[src/hdl/rps_defines.svh]
// register offsets, field positions and select codes for the pin select unit
`ifndef RPS_DEFINES_SVH
`define RPS_DEFINES_SVH

`define RPS_OFF_SER3_CLK_DATA 12'h000
`define RPS_OFF_SER3_SS 12'h004
`define RPS_OFF_MOD_SYNC 12'h008
`define RPS_OFF_DTC1 12'h00C
`define RPS_OFF_DTC23 12'h010
`define RPS_OFF_DTC45 12'h014
`define RPS_OFF_DTC6 12'h018
`define RPS_OFF_OUT0 12'h01C

`define RPS_HI_LSB 8
`define RPS_LO_LSB 0
`define RPS_SEL_W 7
`define RPS_FN_W 6

`define RPS_CODE_GROUND 7'h00
`define RPS_CODE_COMPARATOR_ONE_OUTPUT 7'h01
`define RPS_CODE_REMAPPABLE_PIN_124 7'h7F
`define RPS_CODE_INPUT_ONLY_PIN_124 7'h7C
`define RPS_PIN_124 124
`define RPS_FIELD_RESET 7'h00
`define RPS_FN_RESET 6'h00

`endif

[src/hdl/rps_pkg.sv]
// types shared by the pin select unit
`default_nettype none
package rps_pkg;
  typedef enum logic [2:0] {
    RPS_IDLE = 3'b001,
    RPS_ACCESS = 3'b010,
    RPS_DONE = 3'b100
  } rps_bus_state_t;

  typedef struct packed {
    rps_bus_state_t bus_state;
    logic [6:0] ser3_clk_sel;
    logic [6:0] ser3_data_sel;
    logic [6:0] ser3_ss_sel;
    logic [6:0] sync_sel;
    logic [6:0] dtc1_sel;
    logic [6:0] dtc2_sel;
    logic [6:0] dtc3_sel;
    logic [6:0] dtc4_sel;
    logic [6:0] dtc5_sel;
    logic [6:0] dtc6_sel;
    logic [5:0] pin35_fn;
    logic [5:0] pin20_fn;
    logic [31:0] prdata;
    logic pready;
    logic pslverr;
    logic [9:0] periph_in;
    logic pin35_out;
    logic pin20_out;
  } rps_state_t;
endpackage : rps_pkg
`default_nettype wire

[src/hdl/rps_input_mux.sv]
// one peripheral input multiplexer: ground, comparator or a remappable pin
`timescale 1ns/10ps
`default_nettype none
`include "rps_defines.svh"
module rps_input_mux #(
  parameter int NPINS = 128,
  parameter logic [6:0] TOP_CODE = `RPS_CODE_REMAPPABLE_PIN_124
) (
  input wire logic [6:0] sel,
  input wire logic comparator_one_output,
  input wire logic [NPINS-1:0] pins,
  output logic y
);
  always_comb begin
    if (sel == `RPS_CODE_GROUND) begin
      y = 1'b0; // [RULE1]
    end else if (sel == `RPS_CODE_COMPARATOR_ONE_OUTPUT) begin
      y = comparator_one_output; // [RULE2]
    end else if (sel == TOP_CODE) begin
      y = pins[`RPS_PIN_124]; // [RULE3] [RULE4]
    end else if (32'(sel) < NPINS) begin
      y = pins[sel]; // [RULE13]
    end else begin
      y = 1'b0;
    end
  end
endmodule : rps_input_mux
`default_nettype wire

[src/hdl/rps_pin_select.sv]
// pin select unit: apb select registers, input routing and output routing
//
// Overview of operation
// [RULE1] code zero ties peripheral input to ground
// [RULE2] code one feeds comparator one output
// [RULE3] serial3 selectors: all-ones code selects pin 124
// [RULE4] sync/deadtime selectors: code 1111100 selects input pin 124
// [RULE5] unimplemented bits ignore writes, read zero
// [RULE6] all fields read/write, reset to zero
// [RULE7] reg0: serial3 clock 14:8, data 6:0
// [RULE8] reg1: serial3 slave select in 6:0
// [RULE9] reg2: modulator sync selector in 14:8
// [RULE10] deadtime 1 at 14:8, 6 at 6:0
// [RULE11] deadtime 3,5 at 14:8; 2,4 at 6:0
// [RULE12] output reg: pin35 fn 13:8, pin20 fn 5:0
// [RULE13] middle codes pick pin by table
// [RULE14] each input muxes independently on own field
`timescale 1ns/10ps
`default_nettype none
`include "rps_defines.svh"
module rps_pin_select
  import rps_pkg::*;
#(
  parameter int NPINS = 128,
  parameter int NFUNCS = 64
) (
  input wire logic clock,
  input wire logic rst,
  input wire logic psel,
  input wire logic penable,
  input wire logic pwrite,
  input wire logic [11:0] paddr,
  input wire logic [31:0] pwdata,
  input wire logic [3:0] pstrb,
  output logic [31:0] prdata,
  output logic pready,
  output logic pslverr,
  input wire logic comparator_one_output,
  input wire logic [NPINS-1:0] pin_in,
  input wire logic [NFUNCS-1:0] periph_func_out,
  output logic serial3_clock_input,
  output logic serial3_data_input,
  output logic serial3_slave_select_input,
  output logic modulator_sync_input,
  output logic [5:0] deadtime_comp_input,
  output logic pin35_drive,
  output logic pin20_drive,
  output logic [5:0] pin35_function_field,
  output logic [5:0] pin20_function_field
);
  rps_state_t st;
  rps_state_t next_st;
  logic [9:0] mux_y;

  function automatic logic [6:0] hi_field(input logic [31:0] w);
    hi_field = w[`RPS_HI_LSB +: `RPS_SEL_W];
  endfunction : hi_field

  function automatic logic [6:0] lo_field(input logic [31:0] w);
    lo_field = w[`RPS_LO_LSB +: `RPS_SEL_W];
  endfunction : lo_field

  function automatic logic [31:0] pack2(input logic [6:0] hi,
                                        input logic [6:0] lo);
    pack2 = 32'h0000_0000; // [RULE5]
    pack2[`RPS_HI_LSB +: `RPS_SEL_W] = hi;
    pack2[`RPS_LO_LSB +: `RPS_SEL_W] = lo;
  endfunction : pack2

  function automatic logic fn_pick(input logic [5:0] fn,
                                   input logic [NFUNCS-1:0] f);
    // function zero means the pin carries no peripheral output
    if (fn == `RPS_FN_RESET || 32'(fn) >= NFUNCS) begin
      fn_pick = 1'b0;
    end else begin
      fn_pick = f[fn];
    end
  endfunction : fn_pick

  // serial3 selectors use the all-ones code for pin 124
  rps_input_mux #(
    .NPINS(NPINS),
    .TOP_CODE(`RPS_CODE_REMAPPABLE_PIN_124)
  ) u_mux_ser3_clk (
    .sel(st.ser3_clk_sel),
    .comparator_one_output(comparator_one_output),
    .pins(pin_in),
    .y(mux_y[0])
  ); // [RULE3] [RULE14]

  rps_input_mux #(
    .NPINS(NPINS),
    .TOP_CODE(`RPS_CODE_REMAPPABLE_PIN_124)
  ) u_mux_ser3_data (
    .sel(st.ser3_data_sel),
    .comparator_one_output(comparator_one_output),
    .pins(pin_in),
    .y(mux_y[1])
  ); // [RULE3] [RULE14]

  rps_input_mux #(
    .NPINS(NPINS),
    .TOP_CODE(`RPS_CODE_REMAPPABLE_PIN_124)
  ) u_mux_ser3_ss (
    .sel(st.ser3_ss_sel),
    .comparator_one_output(comparator_one_output),
    .pins(pin_in),
    .y(mux_y[2])
  ); // [RULE3] [RULE14]

  // sync and deadtime selectors use the 1111100 code for pin 124
  rps_input_mux #(
    .NPINS(NPINS),
    .TOP_CODE(`RPS_CODE_INPUT_ONLY_PIN_124)
  ) u_mux_sync (
    .sel(st.sync_sel),
    .comparator_one_output(comparator_one_output),
    .pins(pin_in),
    .y(mux_y[3])
  ); // [RULE4] [RULE14]

  rps_input_mux #(
    .NPINS(NPINS),
    .TOP_CODE(`RPS_CODE_INPUT_ONLY_PIN_124)
  ) u_mux_dtc1 (
    .sel(st.dtc1_sel),
    .comparator_one_output(comparator_one_output),
    .pins(pin_in),
    .y(mux_y[4])
  ); // [RULE4] [RULE14]

  rps_input_mux #(
    .NPINS(NPINS),
    .TOP_CODE(`RPS_CODE_INPUT_ONLY_PIN_124)
  ) u_mux_dtc2 (
    .sel(st.dtc2_sel),
    .comparator_one_output(comparator_one_output),
    .pins(pin_in),
    .y(mux_y[5])
  ); // [RULE4] [RULE14]

  rps_input_mux #(
    .NPINS(NPINS),
    .TOP_CODE(`RPS_CODE_INPUT_ONLY_PIN_124)
  ) u_mux_dtc3 (
    .sel(st.dtc3_sel),
    .comparator_one_output(comparator_one_output),
    .pins(pin_in),
    .y(mux_y[6])
  ); // [RULE4] [RULE14]

  rps_input_mux #(
    .NPINS(NPINS),
    .TOP_CODE(`RPS_CODE_INPUT_ONLY_PIN_124)
  ) u_mux_dtc4 (
    .sel(st.dtc4_sel),
    .comparator_one_output(comparator_one_output),
    .pins(pin_in),
    .y(mux_y[7])
  ); // [RULE4] [RULE14]

  rps_input_mux #(
    .NPINS(NPINS),
    .TOP_CODE(`RPS_CODE_INPUT_ONLY_PIN_124)
  ) u_mux_dtc5 (
    .sel(st.dtc5_sel),
    .comparator_one_output(comparator_one_output),
    .pins(pin_in),
    .y(mux_y[8])
  ); // [RULE4] [RULE14]

  rps_input_mux #(
    .NPINS(NPINS),
    .TOP_CODE(`RPS_CODE_INPUT_ONLY_PIN_124)
  ) u_mux_dtc6 (
    .sel(st.dtc6_sel),
    .comparator_one_output(comparator_one_output),
    .pins(pin_in),
    .y(mux_y[9])
  ); // [RULE4] [RULE14]

  always_comb begin
    logic wr;
    logic [31:0] rd;
    logic hit;
    wr = 1'b0;
    rd = 32'h0000_0000;
    hit = 1'b1;
    next_st = st;
    next_st.pready = 1'b0;
    next_st.pslverr = 1'b0;
    next_st.periph_in = mux_y;
    next_st.pin35_out = fn_pick(st.pin35_fn, periph_func_out);
    next_st.pin20_out = fn_pick(st.pin20_fn, periph_func_out);
    case (paddr)
      `RPS_OFF_SER3_CLK_DATA: begin
        rd = pack2(st.ser3_clk_sel, st.ser3_data_sel); // [RULE7]
      end
      `RPS_OFF_SER3_SS: begin
        rd = pack2(7'h00, st.ser3_ss_sel); // [RULE8]
      end
      `RPS_OFF_MOD_SYNC: begin
        rd = pack2(st.sync_sel, 7'h00); // [RULE9]
      end
      `RPS_OFF_DTC1: begin
        rd = pack2(st.dtc1_sel, 7'h00); // [RULE10]
      end
      `RPS_OFF_DTC23: begin
        rd = pack2(st.dtc3_sel, st.dtc2_sel); // [RULE11]
      end
      `RPS_OFF_DTC45: begin
        rd = pack2(st.dtc5_sel, st.dtc4_sel); // [RULE11]
      end
      `RPS_OFF_DTC6: begin
        rd = pack2(7'h00, st.dtc6_sel); // [RULE10]
      end
      `RPS_OFF_OUT0: begin
        rd[`RPS_HI_LSB +: `RPS_FN_W] = st.pin35_fn;
        rd[`RPS_LO_LSB +: `RPS_FN_W] = st.pin20_fn;
      end
      default: begin
        hit = 1'b0;
      end
    endcase
    case (st.bus_state)
      RPS_IDLE: begin
        if (psel && !penable) begin
          next_st.bus_state = RPS_ACCESS;
        end
      end
      RPS_ACCESS: begin
        // answer one cycle into the access phase, registered for timing
        if (psel && penable) begin
          next_st.pready = 1'b1;
          next_st.pslverr = !hit;
          next_st.prdata = pwrite ? 32'h0000_0000 : rd;
          wr = pwrite && hit;
          next_st.bus_state = RPS_DONE;
        end else begin
          next_st.bus_state = RPS_IDLE;
        end
      end
      RPS_DONE: begin
        // a new setup may follow the completion edge at once; missing it
        // would leave the bus waiting for a setup that never comes again
        if (psel && !penable) begin
          next_st.bus_state = RPS_ACCESS;
        end else begin
          next_st.bus_state = RPS_IDLE;
        end
      end
      default: next_st.bus_state = RPS_IDLE;
    endcase
    // only the low byte lanes hold fields; higher bits are not stored
    if (wr) begin
      case (paddr)
        `RPS_OFF_SER3_CLK_DATA: begin
          if (pstrb[1]) begin
            next_st.ser3_clk_sel = hi_field(pwdata); // [RULE7]
          end
          if (pstrb[0]) begin
            next_st.ser3_data_sel = lo_field(pwdata); // [RULE7]
          end
        end
        `RPS_OFF_SER3_SS: begin
          if (pstrb[0]) begin
            next_st.ser3_ss_sel = lo_field(pwdata); // [RULE8]
          end
        end
        `RPS_OFF_MOD_SYNC: begin
          if (pstrb[1]) begin
            next_st.sync_sel = hi_field(pwdata); // [RULE9]
          end
        end
        `RPS_OFF_DTC1: begin
          if (pstrb[1]) begin
            next_st.dtc1_sel = hi_field(pwdata); // [RULE10]
          end
        end
        `RPS_OFF_DTC23: begin
          if (pstrb[1]) begin
            next_st.dtc3_sel = hi_field(pwdata); // [RULE11]
          end
          if (pstrb[0]) begin
            next_st.dtc2_sel = lo_field(pwdata); // [RULE11]
          end
        end
        `RPS_OFF_DTC45: begin
          if (pstrb[1]) begin
            next_st.dtc5_sel = hi_field(pwdata); // [RULE11]
          end
          if (pstrb[0]) begin
            next_st.dtc4_sel = lo_field(pwdata); // [RULE11]
          end
        end
        `RPS_OFF_DTC6: begin
          if (pstrb[0]) begin
            next_st.dtc6_sel = lo_field(pwdata); // [RULE10]
          end
        end
        `RPS_OFF_OUT0: begin
          if (pstrb[1]) begin
            next_st.pin35_fn = pwdata[`RPS_HI_LSB +: `RPS_FN_W]; // [RULE12]
          end
          if (pstrb[0]) begin
            next_st.pin20_fn = pwdata[`RPS_LO_LSB +: `RPS_FN_W]; // [RULE12]
          end
        end
        default: next_st.pslverr = 1'b1;
      endcase
    end
  end // [RULE5]

  always_ff @(posedge clock or posedge rst) begin
    if (rst) begin
      st <= '0; // [RULE6]
      st.bus_state <= RPS_IDLE;
    end else begin
      st <= next_st;
    end
  end

  // routed inputs and pin drives lag their fields by one cycle; function field outputs are the fields: each is a flop
  assign prdata = st.prdata;
  assign pready = st.pready;
  assign pslverr = st.pslverr;
  assign serial3_clock_input = st.periph_in[0];
  assign serial3_data_input = st.periph_in[1];
  assign serial3_slave_select_input = st.periph_in[2];
  assign modulator_sync_input = st.periph_in[3];
  assign deadtime_comp_input = st.periph_in[9:4];
  assign pin35_drive = st.pin35_out;
  assign pin20_drive = st.pin20_out;
  assign pin35_function_field = st.pin35_fn;
  assign pin20_function_field = st.pin20_fn;
endmodule : rps_pin_select
`default_nettype wire

[config.mk]
export PLATFORM = sky130hd
export DESIGN_NAME = rps_pin_select
export DESIGN_NICKNAME = d
export VERILOG_FILES = /design/src/hdl/rps_pkg.sv /design/src/hdl/rps_input_mux.sv /design/src/hdl/rps_pin_select.sv
export VERILOG_INCLUDE_DIRS = /design/src /design/src/hdl
export SDC_FILE = /design/constraint.sdc
export NUM_CORES = 1
export LEC_CHECK = 0
export BUFFER_PORTS_ARGS = -buffer_cell sky130_fd_sc_hd__buf_4
export CAP_MARGIN = 20
export CELL_PAD_IN_SITES_DETAIL_PLACEMENT = 1
export CELL_PAD_IN_SITES_GLOBAL_PLACEMENT = 1
export CORE_MARGIN = 1
export CORE_UTILIZATION = 43
export CTS_BUF_LIST = sky130_fd_sc_hd__clkbuf_8
export CTS_CLUSTER_DIAMETER = 40
export DETAILED_ROUTE_END_ITERATION = 7
export GPL_TIMING_DRIVEN = 0
export PLACE_DENSITY_LB_ADDON = 0.1
export SYNTH_ARGS = -nofsm -noshare
export SYNTH_HDL_FRONTEND = slang
export SYNTH_SLANG_ARGS = --single-unit
[constraint.sdc]
create_clock -name clock -period 3.6 [get_ports clock]
set_clock_uncertainty 0.2 [all_clocks]
set_input_delay 0.36 -clock clock [delete_from_list [all_inputs] [get_ports clock]]
set_output_delay 0.36 -clock clock [all_outputs]
set_load 0.005 [all_outputs]
==> results.sh, run 1 <==
export IMPL_die_h_um=203
export IMPL_port_buffers=248
export IMPL_synth_seq_area_share_pct=16.3
export IMPL_startpoint_type="flop"
export IMPL_whs_ps=42.8
export IMPL_die_area_um2=41100
export IMPL_yosysWarnings=0
export IMPL_path_cells="buf_2 -> buf_2 -> mux4_2 -> a221oi_1 -> o21ai_0 -> a211oi_1 -> o21ai_0"
export IMPL_cts_root_buffer="clkbuf_8"
export IMPL_areaGrowthSynthToFinish_pct=18.4
export IMPL_worstSkewPairLatency_ps=500
export IMPL_drt_antenna_violating_nets=0
export IMPL_routabilityCongestion=1.05
export IMPL_syn_area_um2=17300
export IMPL_syn_inst=1442
export IMPL_yosys_top_cells_count="mux4_2 (352), dfrtp_1 (112), clkbuf_1 (93), mux2i_1 (85), mux2_2 (81)"
export IMPL_path_class="flop to flop"
export IMPL_final_cells=2284
export IMPL_rows=73
export IMPL_synth_flop_cell="dfrtp_1"
export IMPL_post_cts_buffers=0
export IMPL_crit_buf_inv=2
export IMPL_synth_avg_cell_area_um2=12.0
export IMPL_layout_setup_ws_ps=176
export IMPL_r2r_start="st[86]"
export IMPL_grt_total_usage_pct=46.0
export IMPL_grt_setup_unrepaired="false"
export IMPL_nFillCells=4242
export IMPL_synth_edf_count=0
export IMPL_hp_start="pwdata[13]"
export IMPL_drt_pass1_iter_count=7
export IMPL_setup_viol=0
export IMPL_avgViaCountPerCell=7.82
export IMPL_yosysTopAreaCell="mux4_2"
export IMPL_drt_initial_drc_count=2404
export IMPL_num_nets_final=1991
export IMPL_powerDensity_nw_per_um2=180
export IMPL_finalHoldViolations=0
export IMPL_max_slew_margin_rel_pct=15.0
export IMPL_min_delay_path_class="primary input to flop"
export IMPL_routedWlPerCell_um=41.2
export IMPL_synth_top_area_share_pct=45.7
export IMPL_cp_end_kind="flop"
export IMPL_max_stage_delay_ps=560
export IMPL_htreeDepth=4
export IMPL_dp_hpwl_mm=69.9
export IMPL_grt_pass1_wl_mm=133
export IMPL_drive_gt1_share_pct=49.0
export IMPL_grt_pass1_vias=18400
export IMPL_critical_path_max_fanout=10
export IMPL_synthTopCellsByArea="mux4_2 (46%), dfrtp_1 (16%), mux2_2 (5.3%)"
export IMPL_numCtsBuffers=17
export IMPL_clockBufferDepth=2
export IMPL_place_inst=2236
export IMPL_ys_types=69
export IMPL_synth_seq_cells=113
export IMPL_cts_tree="built"
export IMPL_overflow=0
export IMPL_synth_most_common_cell="mux4_2"
export IMPL_crit_family="compound AO/OA/AOI/OAI gates"
export IMPL_startpoint="st[86]"
export IMPL_cts_resized=0
export IMPL_maxCapViolCount=0
export IMPL_pre_cts_ws_ps=131
export IMPL_fmax_mhz=292
export IMPL_status="finished clean"
export IMPL_cts_sinks=113
export IMPL_start_util_pct=43.6
export IMPL_period_needed_ps=3420
export IMPL_ios=304
export IMPL_vias=17900
export IMPL_p_leak_nw=7.28
export IMPL_drc_errors=0
export IMPL_drv_slew=0
export IMPL_crit_slowest_cell="mux4_2"
export IMPL_totalPowerFinal_mw=3.69
export IMPL_wirelength_mm=94.0
export IMPL_core_um2=39700
export IMPL_fin_crit_sh_pct=95.1
export IMPL_grt_max_degree=93
export IMPL_path_clk_slew_ps=80
export IMPL_die_x_um=203
export IMPL_tightest_slew_ps=1270
export IMPL_crit_arrival_ps=3590
export IMPL_antenna_found_initial=3
export IMPL_ir_worst_vdd_v=0.000219
export IMPL_required_ps=3760
export IMPL_async_reset_ff_share_pct=100
export IMPL_tns_ps=0
## where the power goes
part / internal (mW) / total (mW) / switching, mW
Clock: 0.640 / 1.29 / 0.652
Combinational: 0.496 / 1.12 / 0.627
Sequential: 1.27 / 1.27 / 0.00190
## routing by layer
| layer | vias to the layer above | part of all wire [%] | global-route usage, % |
|---|---|---|---|
| met5 | - | 0.079 | 3.69 |
| met4 | 6 | 7.5 | 28.6 |
| met3 | 473 | 14 | 15.1 |
| met2 | 1719 | 45 | 69.9 |
| met1 | 9055 | 34 | 56.4 |
| li1 | 6605 | - | - |
## sequential cells by signal, indices dropped and copies added, names as in the netlist
name / count
pin35_drive: 1
serial3_slave_select_input: 1
pin20_function_field: 6
pready: 1
st: 73
deadtime_comp_input: 6
pslverr: 1
serial3_clock_input: 1
pin20_drive: 1
modulator_sync_input: 1
serial3_data_input: 1
pin35_function_field: 6
prdata: 14
## metrics by stage
| stage | util, % | area [um2] |
|---|---|---|
| 2_1_floorplan | - | 17400 |
| 3_3_place_gp | 50.1 | 19900 |
| 3_5_place_dp | 50.3 | 20000 |
| 4_1_cts | 51.7 | 20500 |
| 5_1_grt | 51.7 | 20500 |
| 6_report | 51.7 | 20500 |
## cell families after synthesis
| group | count (synthesis) | synth area share (%) |
|---|---|---|
| multiplexers | 525 | 56.5 |
| flip-flops | 113 | 16.3 |
| other | 1 | 0.0216 |
| buffers and inverters | 245 | 7.22 |
| AO/OA/AOI/OAI | 260 | 10.7 |
| XOR/XNOR | 1 | 0.0505 |
| AND/OR/NAND/NOR | 297 | 9.17 |
## worst register-to-register path: cells and delay by family (launching register included)
kind	cells	cell delay, ps
DFF	1	410
buffers and inverters	2	820
AOI/OAI and AO/OA	4	1300
muxes	1	560
## what timing repair did
item | in CTS | in global routing
setup endpoints to repair | 0 | 0
endpoints found under the hold margin | 92 | 0
hold buffers | 15 | 0
## placed cells by master, fill, tap and decap left out, types with 6 or more instances in the layout
cell | synthesis | routed
a211oi_1 | 18 | 18
a21oi_1 | 30 | 30
a221o_1 | 10 | 10
a221oi_1 | 11 | 11
a22oi_1 | 58 | 58
a311oi_1 | 8 | 8
a31oi_1 | 17 | 17
and2_1 | 12 | 12
and3_1 | 6 | 6
buf_1 | 15 | 15
buf_2 | 59 | 60
buf_4 | 57 | 306
clkbuf_1 | 93 | 93
clkbuf_8 | 0 | 18
conb_1 | 1 | 18
dfrtp_1 | 112 | 112
dlygate4sd3_1 | 0 | 15
inv_1 | 9 | 9
mux2_2 | 81 | 81
mux2_4 | 7 | 7
mux2i_1 | 85 | 85
mux4_2 | 352 | 352
nand2_1 | 72 | 72
nand2b_1 | 12 | 12
nand3_1 | 26 | 26
nand3b_1 | 16 | 16
nand4_1 | 9 | 9
nor2_1 | 46 | 46
nor2b_1 | 37 | 37
nor3_1 | 28 | 28
nor4_1 | 6 | 6
o211ai_1 | 13 | 13
o21ai_0 | 38 | 38
o221ai_1 | 8 | 8
## worst paths after layout
path / endpoint / slack [ps] / cells past startpoint
setup / recovery: deadtime_comp_input[1] / 180 / 7
hold / removal: st[98] / 40 / 2
setup reg to reg: deadtime_comp_input[1] / 180 / 7
hold reg to reg: prdata[11] / 280 / 1
max in group asynchronous: st[90] / 2230 / 4
min in group asynchronous: prdata[11] / 170 / 3
## cell type report
| cell class | instances | area [um2] | area share, % |
|---|---|---|---|
| Inverter | 11 | 46.3 | 0.225 |
| Tap cell | 525 | 657 | 3.20 |
| Multi-Input combinational cell | 1101 | 13300 | 64.9 |
| Clock inverter | 14 | 155 | 0.756 |
| Clock buffer | 18 | 248 | 1.21 |
| Timing Repair Buffer | 267 | 2070 | 10.1 |
| Sequential cell | 113 | 2830 | 13.8 |
| Antenna cell | 1 | 2.50 | 0.0122 |
| Buffer | 234 | 1210 | 5.89 |
No activity file was read; power rests on OpenSTA's default activity.
==> run 2: changes to the inputs <==
--- a/config.mk
+++ b/config.mk
@@ -11,7 +11,7 @@
 export CELL_PAD_IN_SITES_DETAIL_PLACEMENT = 1
 export CELL_PAD_IN_SITES_GLOBAL_PLACEMENT = 1
 export CORE_MARGIN = 1
-export CORE_UTILIZATION = 43
+export CORE_UTILIZATION = 37
 export CTS_BUF_LIST = sky130_fd_sc_hd__clkbuf_8
 export CTS_CLUSTER_DIAMETER = 40
 export DETAILED_ROUTE_END_ITERATION = 7
==> results.sh, run 2 (synthesized netlist as in run 1, its figures left out) <==
export IMPL_switchingPower_mw=1.30
export IMPL_layout_setup_ws_ps=223
export IMPL_tightest_slew_ps=1180
export IMPL_core_um2=45800
export IMPL_htreeDepth=4
export IMPL_rows=78
export IMPL_critical_path_max_fanout=10
export IMPL_worstSkewPairLatency_ps=510
export IMPL_tns_ps=0
export IMPL_startpoint_type="flop"
export IMPL_maxCapViolCount=0
export IMPL_switching_share_pct=33.7
export IMPL_die_h_um=218
export IMPL_drv_slew=0
export IMPL_vias=17700
export IMPL_p_leak_nw=7.32
export IMPL_drt_initial_drc_count=2663
export IMPL_numCtsBuffers=17
export IMPL_path_cells="buf_2 -> buf_4 -> buf_2 -> buf_1 -> nor2_1 -> a21oi_1 -> o211ai_1 -> o211ai_1 -> nand4_1 -> o21ai_0"
export IMPL_overflow=0
export IMPL_internal_power_mw=2.56
export IMPL_die_area_um2=47700
export IMPL_regMostFlops="st"
export IMPL_setup_viol=0
export IMPL_p_comb_share_pct=29.4
export IMPL_final_cells=2361
export IMPL_utilization_pct=45.2
export IMPL_seq_power_share_pct=33.0
export IMPL_period_needed_ps=3380
export IMPL_finalHoldViolations=0
export IMPL_required_ps=3750
export IMPL_crit_family="buffers and inverters"
export IMPL_antenna_found_initial=1
export IMPL_grt_pass1_wl_mm=135
export IMPL_cts_root_buffer="clkbuf_8"
export IMPL_layout_commonest_cell="mux4_2"
export IMPL_crit_buf_inv=4
export IMPL_max_stage_delay_ps=590
export IMPL_drt_antenna_violating_nets=0
export IMPL_routedWlPerCell_um=40.7
export IMPL_status="finished clean"
export IMPL_path_class="flop to flop"
export IMPL_grt_total_usage_pct=40.4
export IMPL_cts_tree="built"
export IMPL_power_share_clock_pct=37.6
export IMPL_post_cts_buffers=0
export IMPL_avgViaCountPerCell=7.48
export IMPL_port_buffers=248
export IMPL_grt_pass1_vias=17900
export IMPL_drc_errors=0
export IMPL_pre_cts_ws_ps=-186
export IMPL_ios=304
export IMPL_crit_slowest_cell="buf_1"
export IMPL_drt_pass1_iter_count=6
export IMPL_drive_gt1_share_pct=49.0
export IMPL_powerDensity_nw_per_um2=187
export IMPL_dp_hpwl_mm=71.2
export IMPL_path_clk_slew_ps=90
export IMPL_largest_reg_flops=73
export IMPL_nFillCells=4961
export IMPL_wirelength_mm=96.0
export IMPL_final_cell_mix="mux4_2 (352), buf_4 (305), dfrtp_1 (112)"
export IMPL_routabilityCongestion=1.03
export IMPL_cp_end_kind="flop"
export IMPL_max_slew_margin_rel_pct=21.7
export IMPL_ir_worst_vdd_v=0.000376
export IMPL_min_delay_path_class="primary input to flop"
export IMPL_place_inst=2310
export IMPL_fmax_mhz=296
export IMPL_cts_sinks=113
export IMPL_fin_crit_sh_pct=93.8
export IMPL_start_util_pct=37.9
export IMPL_crit_arrival_ps=3520
export IMPL_cts_resized=0
export IMPL_clockBufferDepth=2
export IMPL_grt_setup_unrepaired="false"
export IMPL_grt_max_degree=76
export IMPL_areaGrowthSynthToFinish_pct=19.3
export IMPL_num_nets_final=1993
export IMPL_die_x_um=218
run 2: cell types whose count changed in the layout (fill, tap and decap cells not counted), sizes merged:
cell         change
inv              -2
dlygate4sd3      +2
buf              +1
bufinv           +2
clkinvlp         -2
clkinv           +1
run 2: cell type report:
class                      count  area (um2)  share of cell area (%)
tap                          600         751                    3.63
antenna                        1        2.50                  0.0121
clock inverter                13         184                   0.889
inverter                      11        46.3                   0.224
sequential                   113        2830                    13.7
clock buffer                  19         262                    1.26
multi-input combinational   1101       13300                    64.4
timing repair buffer         270        2090                    10.1
buffer                       233        1210                    5.83
run 2: final timing paths:
| kind | slack, ps | start | depth (start not counted) | endpoint |
|---|---|---|---|---|
| setup / recovery | 220 | st[72] | 10 | deadtime_comp_input[3] |
| hold / removal | 20 | pwrite | 3 | prdata[14] |
| setup reg to reg | 220 | st[72] | 10 | deadtime_comp_input[3] |
| hold reg to reg | 290 | prdata[5] | 2 | prdata[5] |
| max in group asynchronous | 2170 | rst | 4 | st[128] |
| min in group asynchronous | 230 | rst | 3 | prdata[4] |
run 2: power groups by stage:
stage | sequential (mW) | combinational, mW | clock, mW
floorplan | 1.30 | 0.436 | 0
global placement | 1.30 | 1.03 | 0
finish | 1.27 | 1.14 | 1.45
CTS | 1.27 | 1.07 | 1.46
detailed placement | 1.30 | 1.05 | 0
global route | 1.28 | 1.14 | 1.50
run 2: metal layers:
layer | vias up | GRT usage [%] | part of all wire [%] | routed length [um]
met5 | - | 1.98 | 0.096 | 92
met4 | 4 | 22.8 | 6.5 | 6280
met3 | 363 | 12.3 | 13 | 12000
met2 | 1542 | 60.7 | 45 | 43000
met1 | 9148 | 51.6 | 36 | 34600
li1 | 6605 | - | - | -
run 2: timing repair:
| action | 4_1_cts | 5_1_grt |
|---|---|---|
| setup endpoints to repair | 0 | 1 |
| endpoints found under the hold margin | 101 | 0 |
| hold buffers | 17 | 0 |
run 2: stage by stage:
stage | power [mW] | area [um2] | hold WS [ps]
6_report | 3.86 | 20700 | 18.1
5_1_grt | 3.92 | 20700 | 37.8
4_1_cts | 3.80 | 20700 | 3.70
3_5_place_dp | 2.35 | 20100 | 203
3_3_place_gp | 2.33 | 20000 | 236
2_1_floorplan | 1.74 | 17400 | 219
run 2: worst min-delay path, cell delays in order:
cell and delay [ps]:
buf_4 110, or3_1 120, o21ai_0 80
==> run 3: changes to the inputs <==
--- a/config.mk
+++ b/config.mk
@@ -12,7 +12,6 @@
 export CELL_PAD_IN_SITES_GLOBAL_PLACEMENT = 1
 export CORE_MARGIN = 1
 export CORE_UTILIZATION = 37
-export CTS_BUF_LIST = sky130_fd_sc_hd__clkbuf_8
 export CTS_CLUSTER_DIAMETER = 40
 export DETAILED_ROUTE_END_ITERATION = 7
 export GPL_TIMING_DRIVEN = 0
==> results.sh, run 3 (synthesized netlist as in run 1, its figures left out) <==
export IMPL_drc_errors=0
export IMPL_max_slew_margin_rel_pct=24.0
export IMPL_die_h_um=218
export IMPL_critical_path_max_fanout=10
export IMPL_worstSkewPairLatency_ps=450
export IMPL_finalHoldViolations=0
export IMPL_port_buffers=248
export IMPL_p_leak_nw=7.36
export IMPL_post_cts_buffers=0
export IMPL_max_stage_delay_ps=590
export IMPL_drt_initial_drc_count=2633
export IMPL_drive_gt1_share_pct=49.3
export IMPL_ir_worst_vdd_v=0.000421
export IMPL_cts_sinks=113
export IMPL_rows=78
export IMPL_path_class="flop to flop"
export IMPL_grt_setup_unrepaired="false"
export IMPL_core_um2=45800
export IMPL_layout_commonest_cell="mux4_2"
export IMPL_path_cells="buf_2 -> buf_4 -> buf_2 -> buf_1 -> nor2_1 -> a21oi_1 -> o211ai_1 -> o211ai_1 -> nand4_1 -> o21ai_0"
export IMPL_crit_arrival_ps=3510
export IMPL_cts_resized=0
export IMPL_die_area_um2=47700
export IMPL_grt_pass1_wl_mm=135
export IMPL_routabilityCongestion=1.03
export IMPL_fmax_mhz=292
export IMPL_nFillCells=4950
export IMPL_drt_antenna_violating_nets=0
export IMPL_die_x_um=218
export IMPL_num_nets_final=1982
export IMPL_required_ps=3690
export IMPL_largest_reg_flops=73
export IMPL_crit_slowest_cell="buf_1"
export IMPL_period_needed_ps=3420
export IMPL_avgViaCountPerCell=7.51
export IMPL_cts_tree="built"
export IMPL_status="finished clean"
export IMPL_regMostFlops="st"
export IMPL_grt_pass1_vias=17900
export IMPL_min_delay_path_class="primary input to flop"
export IMPL_fin_crit_sh_pct=95.0
export IMPL_grt_total_usage_pct=40.4
export IMPL_routedWlPerCell_um=40.9
export IMPL_dp_hpwl_mm=71.2
export IMPL_cp_end_kind="flop"
export IMPL_tightest_slew_ps=1140
export IMPL_final_cell_mix="mux4_2 (352), buf_4 (305), dfrtp_1 (112)"
export IMPL_overflow=0
export IMPL_drv_slew=0
export IMPL_htreeDepth=4
export IMPL_areaGrowthSynthToFinish_pct=19.8
export IMPL_dpl_cell_area_um2=20100
export IMPL_startpoint_type="flop"
export IMPL_vias=17700
export IMPL_setup_viol=0
export IMPL_drt_pass1_iter_count=6
export IMPL_numCtsBuffers=17
export IMPL_powerDensity_nw_per_um2=207
export IMPL_wirelength_mm=96.3
export IMPL_antenna_found_initial=2
export IMPL_path_clk_slew_ps=70
export IMPL_clockBufferDepth=2
export IMPL_totalPowerFinal_mw=4.31
export IMPL_grt_max_degree=76
export IMPL_ios=304
export IMPL_start_util_pct=37.9
export IMPL_maxCapViolCount=0
export IMPL_design_area_um2=20800
export IMPL_cts_root_buffer="clkbuf_16"
## run 3: changes by cell type in the layout (fill, tap and decap cells not counted), sizes merged
cell / delta
clkbuf: +1
diode: +2
inv: -1
dlygate4sd3: -11
## run 3: area by class of cell
class	count	area (um2)	share of cell area, %
clock buffer	20	457	2.20
antenna	3	7.51	0.0361
tap	600	751	3.61
clock inverter	12	180	0.867
inverter	11	46.3	0.223
buffer	233	1210	5.81
timing repair buffer	259	1980	9.53
multi-input combinational	1101	13300	64.1
sequential	113	2830	13.6
## run 3: routing by layer
metal,global-route usage (%),up-vias,part of all wire [%]
met3,12.6,357,13
met5,1.98,-,0.099
met2,61.0,1560,45
met1,51.3,9152,36
met4,22.1,4,6.2
li1,-,6584,-
## run 3: where the power goes
group          switching (mW)  internal, mW
combinational           0.637         0.490
sequential            0.00186          1.27
clock                   0.710          1.20
## run 3: metrics by stage
stage	instances	hold slack, ps	util (%)	setup slack [ps]	TNS (ps)
6_report	2352	13.1	45.4	181	0
3_3_place_gp	2307	236	43.7	-1680	-187090
4_1_cts	2348	1.33	45.4	194	0
3_5_place_dp	2310	203	43.8	-186	-1460
5_1_grt	2351	17.2	45.4	108	0
2_1_floorplan	1459	219	-	54.3	0
## run 3: path summary, 6_finish.rpt
check / start / end / slack, ps / cells past startpoint
max: st[72] / deadtime_comp_input[3] / 180 / 10
min reg2reg: st[129] / st[129] / 260 / 1
min: psel / st[129] / 10 / 2
min in group asynchronous: rst / prdata[4] / 270 / 3
max in group asynchronous: rst / st[128] / 2130 / 4
max reg2reg: st[72] / deadtime_comp_input[3] / 180 / 10
## run 3: worst max-delay path: cells and delay by family (launching register included)
kind / cells / cell delay [ps]
buf+inv: 4 / 1500
compound gates: 4 / 990
flops: 1 / 320
simple gates: 2 / 210
## run 3: repair_timing
| action | CTS | global route |
|---|---|---|
| setup endpoints to repair | 0 | 1 |
| hold endpoints to repair | 59 | 0 |
| hold buffers | 6 | 0 |
